--- config.mk ---
export PLATFORM = sky130hd
export DESIGN_NAME = ldc_regs
export DESIGN_NICKNAME = d
export VERILOG_FILES = /design/src/logic/ldc_pkg.sv /design/src/logic/ldc_regs.sv
export SDC_FILE = /design/constraint.sdc
export NUM_CORES = 1
export LEC_CHECK = 0
export BUFFER_PORTS_ARGS = -buffer_cell sky130_fd_sc_hd__clkbuf_2
export CORE_MARGIN = 2
export CORE_UTILIZATION = 55
export DETAILED_ROUTE_END_ITERATION = 10
export PLACE_DENSITY = 0.72
export SLEW_MARGIN = 20
export SYNTH_ARGS = -nofsm -noshare
export SYNTH_HDL_FRONTEND = slang
export SYNTH_SLANG_ARGS = --single-unit
--- constraint.sdc ---
create_clock -name core_clk -period 8.41 [get_ports core_clk]
set_input_delay 1.682 -clock core_clk [delete_from_list [all_inputs] [get_ports core_clk]]
set_output_delay 1.682 -clock core_clk [all_outputs]
set_load 0.1 [all_outputs]
--- src/logic/ldc_pkg.sv ---
// constants, types and register map of the link-drop / crossover register bank
// assumes one 25 MHz core clock and a plain one-cycle register port
// Contract
// RULE_01: fast link-drop criteria are evaluated over a window set by the 5-bit count in bits 13-9, reset 10 (about 10 us).
// RULE_02: in forced 100M fast crossover mode the crossover flips at the interval of the 5-bit timer in bits 8-4 (about 4 ms).
// RULE_03: in robust crossover mode the crossover flips at the interval of the 4-bit timer in bits 3-0, reset 15 (about 0.5 s).
// RULE_04: with the drop-link enable in bit 15 set, transmission stops and the link drops once no signal is received.
// RULE_05: with the wait-skip bit 14 set, the maximum wait before dropping is skipped so the link drops sooner.
// RULE_06: link-drop causes latch high in the read-only field at bits 12-8 and clear when software reads it.
// RULE_07: the 5-bit criteria field at bits 4-0 enables energy loss, mse, mlt3 errors, receive errors and sync loss, one bit each.
// RULE_08: in energy-loss mode the energy accumulator window is sized by the 3-bit field at bits 10-8, reset 2.
// RULE_09: energy-present is asserted when the accumulator exceeds the 3-bit level in bits 6-4.
// RULE_10: energy-absent is asserted when the accumulator falls below the 3-bit level in bits 2-0, reset 1.
// RULE_11: bits 6-5 select the serial negotiation timer: 00 1.6 ms, 01 2 us, 10 800 us, 11 11 ms, reset 01.
// RULE_12: bit 0 of the general configuration register enables port mirroring, reset disabled.
// RULE_13: read-only reserved bits read zero and writes to them have no effect.
// RULE_14: each latched cause bit sits at the position of the criterion bit that caused the drop.
`default_nettype none
package ldc_pkg;
  localparam int ADDR_W = 8;
  localparam int DATA_W = 16;
  localparam logic [7:0] OFS_XOVER_TIMING = 8'h2C;
  localparam logic [7:0] OFS_DROP_CTRL = 8'h2D;
  localparam logic [7:0] OFS_ENERGY_LEVELS = 8'h2E;
  localparam logic [7:0] OFS_GENERAL_CONFIG_THREE = 8'h31;
  localparam logic [7:0] OFS_RGMII_CTRL = 8'h32;
  localparam logic [7:0] OFS_IRQ_STATUS = 8'h38;
  localparam logic [7:0] OFS_IRQ_MASK = 8'h39;
  localparam logic [15:0] RST_XOVER_TIMING = 16'h141F;
  localparam logic [15:0] RST_DROP_CTRL = 16'h0000;
  localparam logic [15:0] RST_ENERGY_LEVELS = 16'h0221;
  localparam logic [15:0] RST_GENERAL_CONFIG_THREE = 16'h10B0;
  localparam logic [15:0] RST_RGMII_CTRL = 16'h00D0;
  localparam logic [15:0] WMASK_XOVER_TIMING = 16'h3FFF;
  localparam logic [15:0] WMASK_DROP_CTRL = 16'hC01F;
  localparam logic [15:0] WMASK_ENERGY_LEVELS = 16'h0777;
  localparam logic [15:0] WMASK_GENERAL_CONFIG_THREE = 16'h71FD;
  localparam logic [15:0] WMASK_RGMII_CTRL = 16'h0BFF;
  // field positions
  localparam int WIN_CNT_LSB = 9;
  localparam int QUICK_XOVER_LSB = 4;
  localparam int PATIENT_XOVER_LSB = 0;
  localparam int FORCE_DROP_BIT = 15;
  localparam int SKIP_WAIT_BIT = 14;
  localparam int SLICER_STUCK_BIT = 13;
  localparam int CAUSE_LSB = 8;
  localparam int CRIT_LSB = 0;
  localparam int ENERGY_WIN_LSB = 8;
  localparam int PRESENT_LVL_LSB = 4;
  localparam int ABSENT_LVL_LSB = 0;
  localparam int NEG_SEL_LSB = 5;
  localparam int MIRROR_BIT = 0;
  localparam int IRQ_W = 4;
  localparam int IRQ_CAUSE = 0;
  localparam int IRQ_DROP = 1;
  localparam int IRQ_ENERGY_LOST = 2;
  localparam int IRQ_NEG_DONE = 3;
  // timing
  localparam int CLK_MHZ = 25;
  localparam int WIN_UNIT_NS = 1000;
  localparam int WIN_UNIT_CYC = (WIN_UNIT_NS * CLK_MHZ) / 1000;
  localparam int MAX_WAIT_US = 100;
  localparam int MAX_WAIT_CYC = MAX_WAIT_US * CLK_MHZ;
  localparam int QUICK_XOVER_UNIT_US = 4000;
  localparam int PATIENT_XOVER_UNIT_US = 33333;
  localparam int NEG_1P6MS_US = 1600;
  localparam int NEG_2US_NS = 2000;
  localparam int NEG_2US_CYC = (NEG_2US_NS * CLK_MHZ) / 1000;
  localparam int NEG_800US_US = 800;
  localparam int NEG_11MS_US = 11000;
  localparam logic [1:0] NEG_SEL_1P6MS = 2'h0;
  localparam logic [1:0] NEG_SEL_2US = 2'h1;
  localparam logic [1:0] NEG_SEL_800US = 2'h2;

  typedef struct packed {
    logic slicer_stuck;
    logic rx_signal;
    logic energy_seen;
    logic desc_sync_loss;
    logic rx_err;
    logic mlt3_err;
    logic mse_bad;
  } ldc_sense_s;

  typedef enum logic [1:0] {DROP_IDLE, DROP_WAIT, DROP_DOWN} ldc_drop_e;
endpackage : ldc_pkg
`default_nettype wire

--- src/logic/ldc_regs.sv ---
// link-drop detector, crossover timers, negotiation timer and their registers
// assumes synchronous inputs, one-cycle strobes, read data one cycle after the read strobe
//
// Implementation choice: strobed register access.
`timescale 1ns/1ps
`default_nettype none
module ldc_regs
  import ldc_pkg::*;
#(
  parameter int QUICK_XOVER_UNIT_CYC = QUICK_XOVER_UNIT_US * CLK_MHZ,
  parameter int PATIENT_XOVER_UNIT_CYC = PATIENT_XOVER_UNIT_US * CLK_MHZ,
  parameter int NEG_1P6MS_CYC = NEG_1P6MS_US * CLK_MHZ,
  parameter int NEG_800US_CYC = NEG_800US_US * CLK_MHZ,
  parameter int NEG_11MS_CYC = NEG_11MS_US * CLK_MHZ
) (
  input wire logic core_clk,
  input wire logic nrst,
  input wire logic [ADDR_W-1:0] reg_addr,
  input wire logic [DATA_W-1:0] reg_wdata,
  input wire logic reg_wr,
  input wire logic reg_rd,
  output logic [DATA_W-1:0] reg_rdata,
  input wire ldc_sense_s sense,
  input wire logic link_up,
  input wire logic quick_xover_mode,
  input wire logic neg_start,
  output logic link_drop,
  output logic mdix_sel,
  output logic energy_present,
  output logic energy_absent,
  output logic neg_timer_done,
  output logic mirror_en,
  output logic irq
);
  localparam int LOCAL_NEG_2US_CYC = NEG_2US_CYC;

  logic [15:0] xover_reg, dropcfg_reg, energy_reg, cfg3_reg, rgmii_reg, rdata_reg;
  logic [4:0] cause_reg, cause_next, seen_reg, crit_now, hits;
  logic [IRQ_W-1:0] irq_stat_reg, irq_mask_reg, irq_stat_next, irq_ev;
  logic [31:0] win_cnt_reg, win_len, unit_cnt_reg, xover_cnt_reg, xover_len, neg_cnt_reg, neg_len;
  logic [11:0] wait_cnt_reg;
  logic [3:0] acc_reg, acc_sum;
  logic [2:0] unit_idx_reg;
  logic unit_seen_reg, present_reg, absent_reg, drop_reg, mdix_reg, neg_run_reg, neg_done_reg, mirror_reg, irq_reg;
  ldc_drop_e drop_state_reg, drop_state_next;

  // address decode
  wire wr_xover = reg_wr && (reg_addr == OFS_XOVER_TIMING);
  wire wr_drop = reg_wr && (reg_addr == OFS_DROP_CTRL);
  wire wr_energy = reg_wr && (reg_addr == OFS_ENERGY_LEVELS);
  wire wr_cfg3 = reg_wr && (reg_addr == OFS_GENERAL_CONFIG_THREE);
  wire wr_rgmii = reg_wr && (reg_addr == OFS_RGMII_CTRL);
  wire wr_mask = reg_wr && (reg_addr == OFS_IRQ_MASK);
  wire rd_drop = reg_rd && (reg_addr == OFS_DROP_CTRL);
  wire rd_irq = reg_rd && (reg_addr == OFS_IRQ_STATUS);

  // fields
  wire [4:0] win_field = xover_reg[WIN_CNT_LSB +: 5];
  wire [4:0] quick_field = xover_reg[QUICK_XOVER_LSB +: 5];
  wire [3:0] patient_field = xover_reg[PATIENT_XOVER_LSB +: 4];
  wire force_drop = dropcfg_reg[FORCE_DROP_BIT];
  wire skip_wait = dropcfg_reg[SKIP_WAIT_BIT];
  wire [4:0] crit_en = dropcfg_reg[CRIT_LSB +: 5];
  wire [2:0] ewin_field = energy_reg[ENERGY_WIN_LSB +: 3];
  wire [2:0] present_lvl = energy_reg[PRESENT_LVL_LSB +: 3];
  wire [2:0] absent_lvl = energy_reg[ABSENT_LVL_LSB +: 3];
  wire [1:0] neg_sel = cfg3_reg[NEG_SEL_LSB +: 2];

  // registers, write masks keep reserved and read-only bits at zero [RULE_13]
  always_ff @(posedge core_clk) begin
    if (!nrst) begin
      xover_reg <= RST_XOVER_TIMING;
      dropcfg_reg <= RST_DROP_CTRL;
      energy_reg <= RST_ENERGY_LEVELS;
      cfg3_reg <= RST_GENERAL_CONFIG_THREE;
      rgmii_reg <= RST_RGMII_CTRL;
      irq_mask_reg <= '0;
    end else begin
      if (wr_xover) xover_reg <= reg_wdata & WMASK_XOVER_TIMING; // [RULE_13]
      if (wr_drop) dropcfg_reg <= reg_wdata & WMASK_DROP_CTRL; // [RULE_13]
      if (wr_energy) energy_reg <= reg_wdata & WMASK_ENERGY_LEVELS; // [RULE_13]
      if (wr_cfg3) cfg3_reg <= reg_wdata & WMASK_GENERAL_CONFIG_THREE; // [RULE_13]
      if (wr_rgmii) rgmii_reg <= reg_wdata & WMASK_RGMII_CTRL; // [RULE_13]
      if (wr_mask) irq_mask_reg <= reg_wdata[IRQ_W-1:0];
    end
  end

  // evaluation window in 1 us units, zero count treated as one unit
  assign win_len = 32'(((win_field == 5'h00) ? 5'h01 : win_field)) * WIN_UNIT_CYC; // [RULE_01]
  assign crit_now = {sense.desc_sync_loss, sense.rx_err, sense.mlt3_err, sense.mse_bad, absent_reg};
  wire win_end = (win_cnt_reg == 32'h0000_0000);
  // each cause lands on the position of its criterion bit [RULE_14]
  assign hits = win_end ? ((seen_reg | crit_now) & crit_en) : 5'h00; // [RULE_07]
  // set wins over clear-on-read
  assign cause_next = (rd_drop ? 5'h00 : cause_reg) | hits; // [RULE_06]

  always_ff @(posedge core_clk) begin
    if (!nrst) begin
      win_cnt_reg <= '0;
      seen_reg <= '0;
      cause_reg <= '0;
    end else begin
      win_cnt_reg <= win_end ? (win_len - 32'h0000_0001) : (win_cnt_reg - 32'h0000_0001); // [RULE_01]
      seen_reg <= win_end ? 5'h00 : (seen_reg | crit_now);
      cause_reg <= cause_next; // [RULE_06]
    end
  end

  // energy accumulator: counts units with energy over (field + 1) units
  wire unit_end = (unit_cnt_reg == 32'(WIN_UNIT_CYC - 1));
  wire unit_got = unit_seen_reg | sense.energy_seen;
  wire ewin_last = unit_end && (unit_idx_reg == ewin_field); // [RULE_08]
  assign acc_sum = acc_reg + {3'h0, unit_got};

  always_ff @(posedge core_clk) begin
    if (!nrst) begin
      unit_cnt_reg <= '0;
      unit_seen_reg <= 1'b0;
      unit_idx_reg <= '0;
      acc_reg <= '0;
      present_reg <= 1'b0;
      absent_reg <= 1'b0;
    end else begin
      unit_cnt_reg <= unit_end ? 32'h0000_0000 : (unit_cnt_reg + 32'h0000_0001);
      unit_seen_reg <= unit_end ? 1'b0 : unit_got;
      if (unit_end) begin
        unit_idx_reg <= ewin_last ? 3'h0 : (unit_idx_reg + 3'h1); // [RULE_08]
        acc_reg <= ewin_last ? 4'h0 : acc_sum;
      end
      if (ewin_last) begin
        present_reg <= acc_sum > {1'b0, present_lvl}; // [RULE_09]
        absent_reg <= acc_sum < {1'b0, absent_lvl}; // [RULE_10]
      end
    end
  end

  // drop sequencer
  wire drop_req = (|hits) || (force_drop && !sense.rx_signal); // [RULE_04]
  always_comb begin
    drop_state_next = drop_state_reg;
    unique case (drop_state_reg)
      DROP_IDLE: if (drop_req) drop_state_next = skip_wait ? DROP_DOWN : DROP_WAIT; // [RULE_05]
      DROP_WAIT: if (wait_cnt_reg == 12'(MAX_WAIT_CYC - 1)) drop_state_next = DROP_DOWN; // [RULE_05]
      DROP_DOWN: if (sense.rx_signal && !absent_reg && !(|hits)) drop_state_next = DROP_IDLE;
    endcase
  end

  always_ff @(posedge core_clk) begin
    if (!nrst) begin
      drop_state_reg <= DROP_IDLE;
      wait_cnt_reg <= '0;
      drop_reg <= 1'b0;
    end else begin
      drop_state_reg <= drop_state_next;
      wait_cnt_reg <= (drop_state_reg == DROP_WAIT) ? (wait_cnt_reg + 12'h001) : 12'h000;
      drop_reg <= (drop_state_reg == DROP_DOWN); // [RULE_04]
    end
  end

  // crossover flip timer, held while the link is up
  assign xover_len = quick_xover_mode ?
    32'(((quick_field == 5'h00) ? 5'h01 : quick_field)) * QUICK_XOVER_UNIT_CYC : // [RULE_02]
    32'(((patient_field == 4'h0) ? 4'h1 : patient_field)) * PATIENT_XOVER_UNIT_CYC; // [RULE_03]
  wire xover_flip = !link_up && (xover_cnt_reg == 32'h0000_0000);

  always_ff @(posedge core_clk) begin
    if (!nrst) begin
      xover_cnt_reg <= '0;
      mdix_reg <= 1'b0;
    end else begin
      if (link_up || xover_flip) xover_cnt_reg <= xover_len - 32'h0000_0001; // [RULE_02] [RULE_03]
      else xover_cnt_reg <= xover_cnt_reg - 32'h0000_0001;
      if (xover_flip) mdix_reg <= !mdix_reg;
    end
  end

  // serial negotiation timer
  assign neg_len = (neg_sel == NEG_SEL_1P6MS) ? 32'(NEG_1P6MS_CYC) :
                   (neg_sel == NEG_SEL_2US) ? 32'(LOCAL_NEG_2US_CYC) :
                   (neg_sel == NEG_SEL_800US) ? 32'(NEG_800US_CYC) : 32'(NEG_11MS_CYC); // [RULE_11]
  wire neg_expire = neg_run_reg && (neg_cnt_reg == 32'h0000_0000);

  always_ff @(posedge core_clk) begin
    if (!nrst) begin
      neg_cnt_reg <= '0;
      neg_run_reg <= 1'b0;
      neg_done_reg <= 1'b0;
    end else begin
      if (neg_start) neg_cnt_reg <= neg_len - 32'h0000_0001; // [RULE_11]
      else if (neg_run_reg) neg_cnt_reg <= neg_cnt_reg - 32'h0000_0001;
      neg_run_reg <= neg_start || (neg_run_reg && !neg_expire);
      neg_done_reg <= neg_expire && !neg_start;
    end
  end

  // cycles since the last timer start, seen by the 2 us length checks
  logic [7:0] neg_age_reg;
  logic neg_2us_reg;
  always_ff @(posedge core_clk) begin
    if (!nrst) begin
      neg_age_reg <= '0;
      neg_2us_reg <= 1'b0;
    end else begin
      if (neg_start) begin
        neg_age_reg <= 8'h01;
        neg_2us_reg <= (neg_sel == NEG_SEL_2US);
      end else if (neg_age_reg != 8'hFF) begin
        neg_age_reg <= neg_age_reg + 8'h01;
      end
    end
  end

  // interrupts: sticky, cleared by reading, set wins
  assign irq_ev[IRQ_CAUSE] = |hits;
  assign irq_ev[IRQ_DROP] = (drop_state_reg == DROP_DOWN) && !drop_reg;
  assign irq_ev[IRQ_ENERGY_LOST] = ewin_last && (acc_sum < {1'b0, absent_lvl}) && !absent_reg;
  assign irq_ev[IRQ_NEG_DONE] = neg_expire && !neg_start;
  assign irq_stat_next = (rd_irq ? '0 : irq_stat_reg) | irq_ev;

  // read mux, unmapped addresses read zero
  wire [15:0] drop_word = dropcfg_reg | (16'(sense.slicer_stuck) << SLICER_STUCK_BIT) | (16'(cause_reg) << CAUSE_LSB);
  wire [15:0] rd_word = (reg_addr == OFS_XOVER_TIMING) ? xover_reg :
                        (reg_addr == OFS_DROP_CTRL) ? drop_word : // [RULE_06]
                        (reg_addr == OFS_ENERGY_LEVELS) ? energy_reg :
                        (reg_addr == OFS_GENERAL_CONFIG_THREE) ? cfg3_reg :
                        (reg_addr == OFS_RGMII_CTRL) ? rgmii_reg :
                        (reg_addr == OFS_IRQ_STATUS) ? 16'(irq_stat_reg) :
                        (reg_addr == OFS_IRQ_MASK) ? 16'(irq_mask_reg) : 16'h0000;

  always_ff @(posedge core_clk) begin
    if (!nrst) begin
      irq_stat_reg <= '0;
      irq_reg <= 1'b0;
      rdata_reg <= '0;
      mirror_reg <= 1'b0;
    end else begin
      irq_stat_reg <= irq_stat_next;
      irq_reg <= |(irq_stat_reg & irq_mask_reg);
      rdata_reg <= reg_rd ? rd_word : 16'h0000;
      mirror_reg <= cfg3_reg[MIRROR_BIT]; // [RULE_12]
    end
  end

  assign reg_rdata = rdata_reg;
  assign link_drop = drop_reg;
  assign mdix_sel = mdix_reg;
  assign energy_present = present_reg;
  assign energy_absent = absent_reg;
  assign neg_timer_done = neg_done_reg;
  assign mirror_en = mirror_reg;
  assign irq = irq_reg;

  AST_CAUSE_CLEARED_BY_READ: assert property (@(posedge core_clk) disable iff (!nrst) // [RULE_06]
    rd_drop && !(|hits) |=> cause_reg == 5'h00)
    else $error("cause flags not cleared by read");

  AST_CAUSE_AT_CRIT_POS: assert property (@(posedge core_clk) disable iff (!nrst) // [RULE_14]
    (|hits) |=> ((cause_reg & $past(hits)) == $past(hits)) && ((cause_reg & ~$past(crit_en)) == 5'h00 || $past(cause_reg) != 5'h00))
    else $error("cause flag not at criterion position");

  AST_RESERVED_READ_ZERO: assert property (@(posedge core_clk) disable iff (!nrst) // [RULE_13]
    reg_rd && (reg_addr == OFS_ENERGY_LEVELS) |=> (reg_rdata & ~WMASK_ENERGY_LEVELS) == 16'h0000)
    else $error("reserved bits read nonzero");

  AST_SKIP_WAIT_DROP: assert property (@(posedge core_clk) disable iff (!nrst) // [RULE_05]
    (drop_state_reg == DROP_IDLE) && drop_req && skip_wait |=> ##1 link_drop)
    else $error("skip-wait drop not immediate");

  AST_WAIT_BEFORE_DROP: assert property (@(posedge core_clk) disable iff (!nrst) // [RULE_05]
    (drop_state_reg == DROP_IDLE) && drop_req && !skip_wait |=> (drop_state_reg == DROP_WAIT) ##1 !link_drop)
    else $error("drop did not wait");

  AST_FORCE_DROP_NO_SIGNAL: assert property (@(posedge core_clk) disable iff (!nrst) // [RULE_04]
    (drop_state_reg == DROP_IDLE) && force_drop && !sense.rx_signal && skip_wait |-> ##2 link_drop)
    else $error("no-signal drop missing");

  AST_MIRROR_FOLLOWS_WRITE: assert property (@(posedge core_clk) disable iff (!nrst) // [RULE_12]
    wr_cfg3 ##1 !wr_cfg3 |=> mirror_en == $past(reg_wdata[MIRROR_BIT], 2))
    else $error("mirror enable does not follow write");

  AST_XOVER_FLIPS: assert property (@(posedge core_clk) disable iff (!nrst) // [RULE_02]
    nrst && xover_flip |=> mdix_sel != $past(mdix_sel) && xover_cnt_reg == $past(xover_len) - 32'h0000_0001)
    else $error("crossover did not flip with reload");

  AST_ENERGY_PRESENT: assert property (@(posedge core_clk) disable iff (!nrst) // [RULE_09]
    ewin_last |=> energy_present == ($past(acc_sum) > {1'b0, $past(present_lvl)}))
    else $error("energy-present wrong after window");

  AST_NEG_2US: assert property (@(posedge core_clk) disable iff (!nrst) // [RULE_11]
    neg_2us_reg && (neg_age_reg == 8'(LOCAL_NEG_2US_CYC + 1)) |-> neg_timer_done)
    else $error("2 us negotiation timer wrong length");
  AST_NEG_2US_NOT_EARLY: assert property (@(posedge core_clk) disable iff (!nrst) // [RULE_11]
    neg_2us_reg && (neg_age_reg <= 8'(LOCAL_NEG_2US_CYC)) |-> !neg_timer_done)
    else $error("2 us negotiation timer ended early");
  AST_NEG_DONE_PULSE: assert property (@(posedge core_clk) disable iff (!nrst) // [RULE_11]
    neg_timer_done |=> !neg_timer_done)
    else $error("negotiation done longer than one cycle");
  AST_ENERGY_ABSENT: assert property (@(posedge core_clk) disable iff (!nrst) // [RULE_10]
    ewin_last |=> energy_absent == ($past(acc_sum) < {1'b0, $past(absent_lvl)}))
    else $error("energy-absent wrong after window");
  AST_WINDOW_RELOAD: assert property (@(posedge core_clk) disable iff (!nrst) // [RULE_01]
    nrst && win_end |=> win_cnt_reg == $past(win_len) - 32'h0000_0001)
    else $error("evaluation window reloaded wrongly");
  AST_XOVER_HOLD_UP: assert property (@(posedge core_clk) disable iff (!nrst) // [RULE_03]
    nrst && link_up |=> xover_cnt_reg == $past(xover_len) - 32'h0000_0001)
    else $error("crossover timer not held while link up");
  AST_IRQ_SET_WINS: assert property (@(posedge core_clk) disable iff (!nrst)
    (irq_ev != '0) |=> (irq_stat_reg & $past(irq_ev)) == $past(irq_ev))
    else $error("interrupt event lost against read clear");
  AST_RDATA_IDLE_ZERO: assert property (@(posedge core_clk) disable iff (!nrst) // [RULE_13]
    !reg_rd |=> reg_rdata == 16'h0000)
    else $error("read data not zero outside a read");

  AST_IRQ_LEVEL: assert property (@(posedge core_clk) disable iff (!nrst)
    irq == $past(|(irq_stat_reg & irq_mask_reg)))
    else $error("interrupt does not follow masked status");
endmodule : ldc_regs
`default_nettype wire

# [Word-level counts from Yosys, hierarchy flattened]
# Index checks and enable logic that the tools add are counted.
[classes] n_addsub=10 n_mul=3 order_cmp=2 n_eq_ne=17 muxes=28 bitwise_logic=10 reduce_logical=47
[ops] operator="$mux 32" n=4
[ops] operator="$logic_not 32->1" n=3
[ops] operator="$sub 32x1->32 const B" n=3
[ops] operator="$mux 19" n=3
[ops] operator="$eq 8x6->1 const B" n=7
[ops] operator="$add 32x1->32 const B" n=1
[ops] operator="$eq 32x5->1 const B" n=1
[ops] operator="$mux 15" n=2
[ops] operator="$sub 24x1->25 const B" n=1
[ops] operator="$mul 4x20->24 const B" n=1
[ops] operator="$mux 24" n=1
[ops] operator="$mux 4" n=5
[ops] operator="$mux 5" n=4
[ops] operator="$sub 19x1->20 const B" n=1
[ops] operator="$logic_and 1x1->1" n=19
[ops] operator="$mul 5x12->17 const B" n=1
[ops] operator="$mux 16" n=1
[ops] operator="$or 16x13->16" n=1
[ops] operator="$or 16x14->16" n=1
[ops] operator="$mux 14" n=1
[ops] operator="$add 12x1->12 const B" n=1
[ops] operator="$eq 12x12->1 const B" n=1
[ops] operator="$mux 12" n=1
[ops] operator="$sub 10x1->11 const B" n=1
[ops] operator="29 further kinds" n=52
[word_totals] regBits=244 output_inout_bits=23

# [Depth between registers and ports, before layout]
[logic_depth] ltp_word=8 depth_mapped=21

# [Least setup slack after synthesis]
# Ideal clock, no wire load.
[synth_path] path_type="reg2reg" from="register xover_reg[3]" to="register xover_cnt_reg[30]" arrival_ps=4743 required_ps=8344 path_slack_ps=3601 stages_incl_launch_ff=18 path_buffers=1 cell_sequence="dfxtp_1 -> inv_1 -> ha_1 -> a21oi_1 -> inv_1 -> ha_1 -> ha_1 -> inv_1 -> fa_1 -> or3_4 -> a21oi_1 -> nor4b_1 -> a2111o_1 -> or2_2 -> or4_1 -> or4b_1 -> buf_6 -> a21boi_2"
[synth_between] elab_chain_cells=6
[synth_rtl] element="from (decl)" line="ldc_regs.sv:37" source="logic [15:0] xover_reg, dropcfg_reg, energy_reg, cfg3_reg, rgmii_reg, rdata_reg;"
[synth_rtl] element="from (signal assigned)" line="ldc_regs.sv:79" source="if (wr_xover) xover_reg <= reg_wdata & WMASK_XOVER_TIMING;"
[synth_rtl] element="$logic_not 4->1" line="ldc_regs.sv:163" source="32'(((patient_field == 4'h0) ? 4'h1 : patient_field)) * PATIENT_XOVER_UNIT_CYC;"
[synth_rtl] element="$mux 4 (*)" line="ldc_regs.sv:163"
[synth_rtl] element="$mul 4x20->24 (*)" line="ldc_regs.sv:163"
[synth_rtl] element="$mux 24 (*)" line="ldc_regs.sv:161" source="assign xover_len = quick_xover_mode ?"
[synth_rtl] element="$sub 24x1->25 (*)" line="ldc_regs.sv:171" source="if (link_up || xover_flip) xover_cnt_reg <= xover_len - 32'h0000_0001;"
[synth_rtl] element="$mux 32 (*)" line="ldc_regs.sv:171"
[synth_rtl] element="to (signal assigned)" line="ldc_regs.sv:171"
[synth_rtl] element="to (signal assigned)" line="ldc_regs.sv:172" source="else xover_cnt_reg <= xover_cnt_reg - 32'h0000_0001;"
[synth_rtl] element="to (decl)" line="ldc_regs.sv:40" source="logic [31:0] win_cnt_reg, win_len, unit_cnt_reg, xover_cnt_reg, xover_len, neg_cnt_reg, neg_len;"
# Mark *: on every way between the ends. The rest lies on a longest branch, timed or not.
# A chain may end at the register's enable or synchronous reset.

# [Worst setup path after layout]
# Ends and elaborated chain as after synthesis.

==> reports/summary.json <==
{
  "clock_tree": {
    "number_of_gates_resized_after_cts": 0,
    "cts.path.max_buffers": 3,
    "clock_tree.htree_level_count": 1,
    "clock_sink_count": 244,
    "cts_post_setup_buffers_inserted": 0,
    "tritoncts.num_buffers": 28,
    "clkTransAtPathRegs_ps": 60,
    "clockRootBuffer": "clkbuf_16",
    "tritoncts_clock_tree": "built",
    "postCtsHoldBufs": 0,
    "insertion_delay_ps": 570
  },
  "drt": {
    "detail_route.iter0.violations": 997,
    "wl_cell_um": 16.1,
    "drc_errors": 0,
    "via_count": 12457,
    "wirelength_um": 34900,
    "via_per_inst": 5.76,
    "antenna_left": 0,
    "drt_first_pass_iters": 7
  },
  "power": {
    "combPwrFrac_pct": 18.3,
    "share_seq_of_total_power_pct": 41.6,
    "max-vdd-ir-drop_uv": 298,
    "switching_share_pct": 28.5,
    "internal_power_uw": 2320,
    "power.static_leakage_uw": 0.00675,
    "clock_power_share_pct": 40.1,
    "power_per_cell_area_mw_per_mm2": 202,
    "switchingPower_uw": 925
  },
  "yosys": {
    "synth.net_count": 1936,
    "synth_cell_type_count": 75,
    "post_synth_main_area_contributors": "dfxtp_1 (33%), ha_1 (9.0%), nand2_1 (6.3%)",
    "number_of_instances_in_the_synthesized_netlist": 1786,
    "ys_async_sr_fraction_pct": 0,
    "synth-seq-cells": 244,
    "synthesized_area_per_cell_um2": 8.19,
    "post-synth-top-area-cell": "dfxtp_1",
    "netlist_top_cells_count": "nand2_1 (247), dfxtp_1 (244), nor2_1 (160)",
    "synth-seq-area-share_pct": 33.4,
    "dominantRegCellSynth": "dfxtp_1",
    "synth_enable_flop_cells": 0,
    "post-synth-top-count-cell": "nand2_1",
    "yosys.area.top_type_share_pct": 33.4,
    "yosysWarningCount": 0,
    "synth.cell_area_mm2": 0.0146
  },
  "floorplan": {
    "fp-row-count": 59,
    "floorplan.core_area_mm2": 0.0261,
    "floorplan.die.width_um": 167,
    "fp.dieH_um": 167,
    "die_area_mm2": 0.0279,
    "io-pin-count": 61,
    "start_util_pct": 56.2
  },
  "worst_setup_path": {
    "critical_path.top_delay_family": "simple AND/OR/NAND/NOR gates",
    "setup.worst_path.end": "xover_cnt_reg[30]",
    "critPathLaunchType": "flop",
    "worst_path_max_delay_cell": "or4b_1",
    "worst-path-stages": 17,
    "critical_path.endpoint_type": "flop",
    "r2r.worst_path.cells": 17,
    "timing.critical_path.cells": "inv_1, ha_1, a21oi_1, inv_1, ha_1, ha_1, inv_1, fa_1, xnor2_1, nor3b_1, o21ai_0, a211oi_1, nand3b_1, nand4bb_1, or4_1, or4b_1, a21boi_2",
    "worst_setup_path_category": "flop to flop",
    "crit_path_start": "xover_reg[3]",
    "reg2reg_setup_slack_ps": 2870,
    "crit_path_max_incr_delay_ps": 760,
    "critical_path.max_fanout": 8,
    "critical_path_arrival_ps": 6020,
    "required_ps": 8890,
    "critical_path.reg2reg.endpoint": "xover_cnt_reg[30]",
    "reg2reg_from": "xover_reg[3]",
    "worstPathBufferInverterCount": 3
  },
  "timing": {
    "max_transition_margin_pct": 33.1,
    "endpoints_failing_hold": 0,
    "setup_viol_count_final": 0,
    "setup_total_negative_slack_ps": 0,
    "timing.final.max_slew_violations": 0,
    "skew_ps": 29.3,
    "worstMarginPinSlew_ps": 1000,
    "timing.fmax_mhz": 180,
    "setup_repair_after_global_routing_missed_its_margin": "false",
    "min_period_over_period_pct": 65.9,
    "period_minus_ws_final_ps": 5540
  },
  "global_route": {
    "grt_remaining_overflow": 0,
    "grt_first_pass_wirelength_um": 57400,
    "track_usage_pct": 24.2,
    "grt_max_degree": 55,
    "met1_capacity_usage_during_global_routing_pct": 34.7,
    "met2_usage_pct": 38.6,
    "global_route.peak_usage_layer": "met2",
    "antenna_found_initial": 0,
    "grt_util_met3_pct": 2.88,
    "first_global_vias": 11469
  },
  "worst_hold_path": {
    "timing.hold.worst.class": "flop to flop"
  },
  "finish": {
    "multi_input_comb_area_mm2": 0.00916,
    "layout.filler_cells": 2316,
    "layout-drive-gt1-share_pct": 7.83,
    "finish.net_count": 1957,
    "num_antenna_cells": 0,
    "sequential_cell_area_mm2": 0.00488,
    "fin_util_pct": 61.8,
    "p_r_area_growth_vs_syn_pct": 10.1
  },
  "placement": {
    "place_congestion": 0.924,
    "detailedPlacementHpwl_um": 25000,
    "io_buffers": 60
  },
  "run": {
    "cap_viol_max_count": 0
  },
  "status": {
    "outcome": "completed"
  }
}
stage by stage:
step / instances / instance area (µm²) / hold WS (ps) / setup slack (ps) / power [µW]
finish: 2161 / 16100 / 461 / 2870 / 3250
global route: 2161 / 16100 / 481 / 2430 / 3400
CTS: 2161 / 16100 / 464 / 2900 / 3270
detailed placement: 2112 / 15100 / 453 / 2960 / 1960
global placement: 2112 / 15100 / 442 / 3130 / 1950
floorplan: 1786 / 14600 / 429 / 3600 / 1830
routing by layer:
metal	up-vias	part of all wire, %
li1	6290	-
met1	5794	47
met2	316	45
met3	57	5.3
met4	0	2.6
met5	-	0
area by class of cell:
cell class / instances / share of cell area (%)
Multi-Input combinational cell: 1388 / 56.8
Inverter: 77 / 1.79
Clock buffer: 40 / 5.12
Clock inverter: 9 / 1.11
Sequential cell: 244 / 30.3
Tap cell: 335 / 2.60
Timing Repair Buffer: 68 / 2.25
cells in the final DEF, fill, tap and decap left out, drive strengths merged, types with 21 or more instances in the layout:
| master | synthesis | layout |
|---|---|---|
| xnor2 | 105 | 105 |
| nor2b | 21 | 21 |
| nand3 | 73 | 73 |
| a21oi | 60 | 60 |
| nor3 | 50 | 50 |
| o21ai | 83 | 83 |
| inv | 76 | 77 |
| and3 | 25 | 25 |
| nand2 | 249 | 249 |
| ha | 105 | 105 |
| xor2 | 69 | 69 |
| a21boi | 50 | 50 |
| o211a | 25 | 25 |
| dfxtp | 244 | 244 |
| nor2 | 160 | 160 |
| clkbuf | 66 | 99 |
| and2 | 24 | 24 |
| nor4 | 36 | 36 |
worst register-to-register path: cells and delay by family (launching register included):
kind | cells | cell delay [ps]
buf+inv | 3 | 450
flops | 1 | 440
compound gates | 4 | 1170
simple gates | 5 | 1950
xor+xnor | 1 | 200
fa+ha+maj | 4 | 1250
power groups by stage:
stage / clock network [µW] / logic, µW / registers, µW
final: 1300 / 594 / 1350
after global placement: 0 / 575 / 1370
after global routing: 1370 / 665 / 1370
after floorplan: 0 / 474 / 1360
after CTS: 1320 / 594 / 1350
after detailed placement: 0 / 585 / 1370
cell families after synthesis:
kind of cell,share of synthesized area (%)
buf+inv,4.15
xor+xnor,10.4
simple gates,24.5
fa+ha+maj,9.93
flops,33.4
compound gates,16.1
mux,1.53
worst min path at each step:
stage | slack [ps] | endpoint | startpoint | depth (start not counted)
floorplan | 430 | seen_reg[1] | seen_reg[1] | 2
global placement | 440 | seen_reg[2] | seen_reg[2] | 2
detailed placement | 450 | unit_cnt_reg[0] | unit_cnt_reg[0] | 1
CTS | 460 | reg_rdata[15] | dropcfg_reg[15] | 2
global route | 480 | seen_reg[1] | seen_reg[1] | 2
finish | 460 | unit_cnt_reg[0] | unit_cnt_reg[0] | 1
Note: power is estimated with default switching activity, not from simulation.
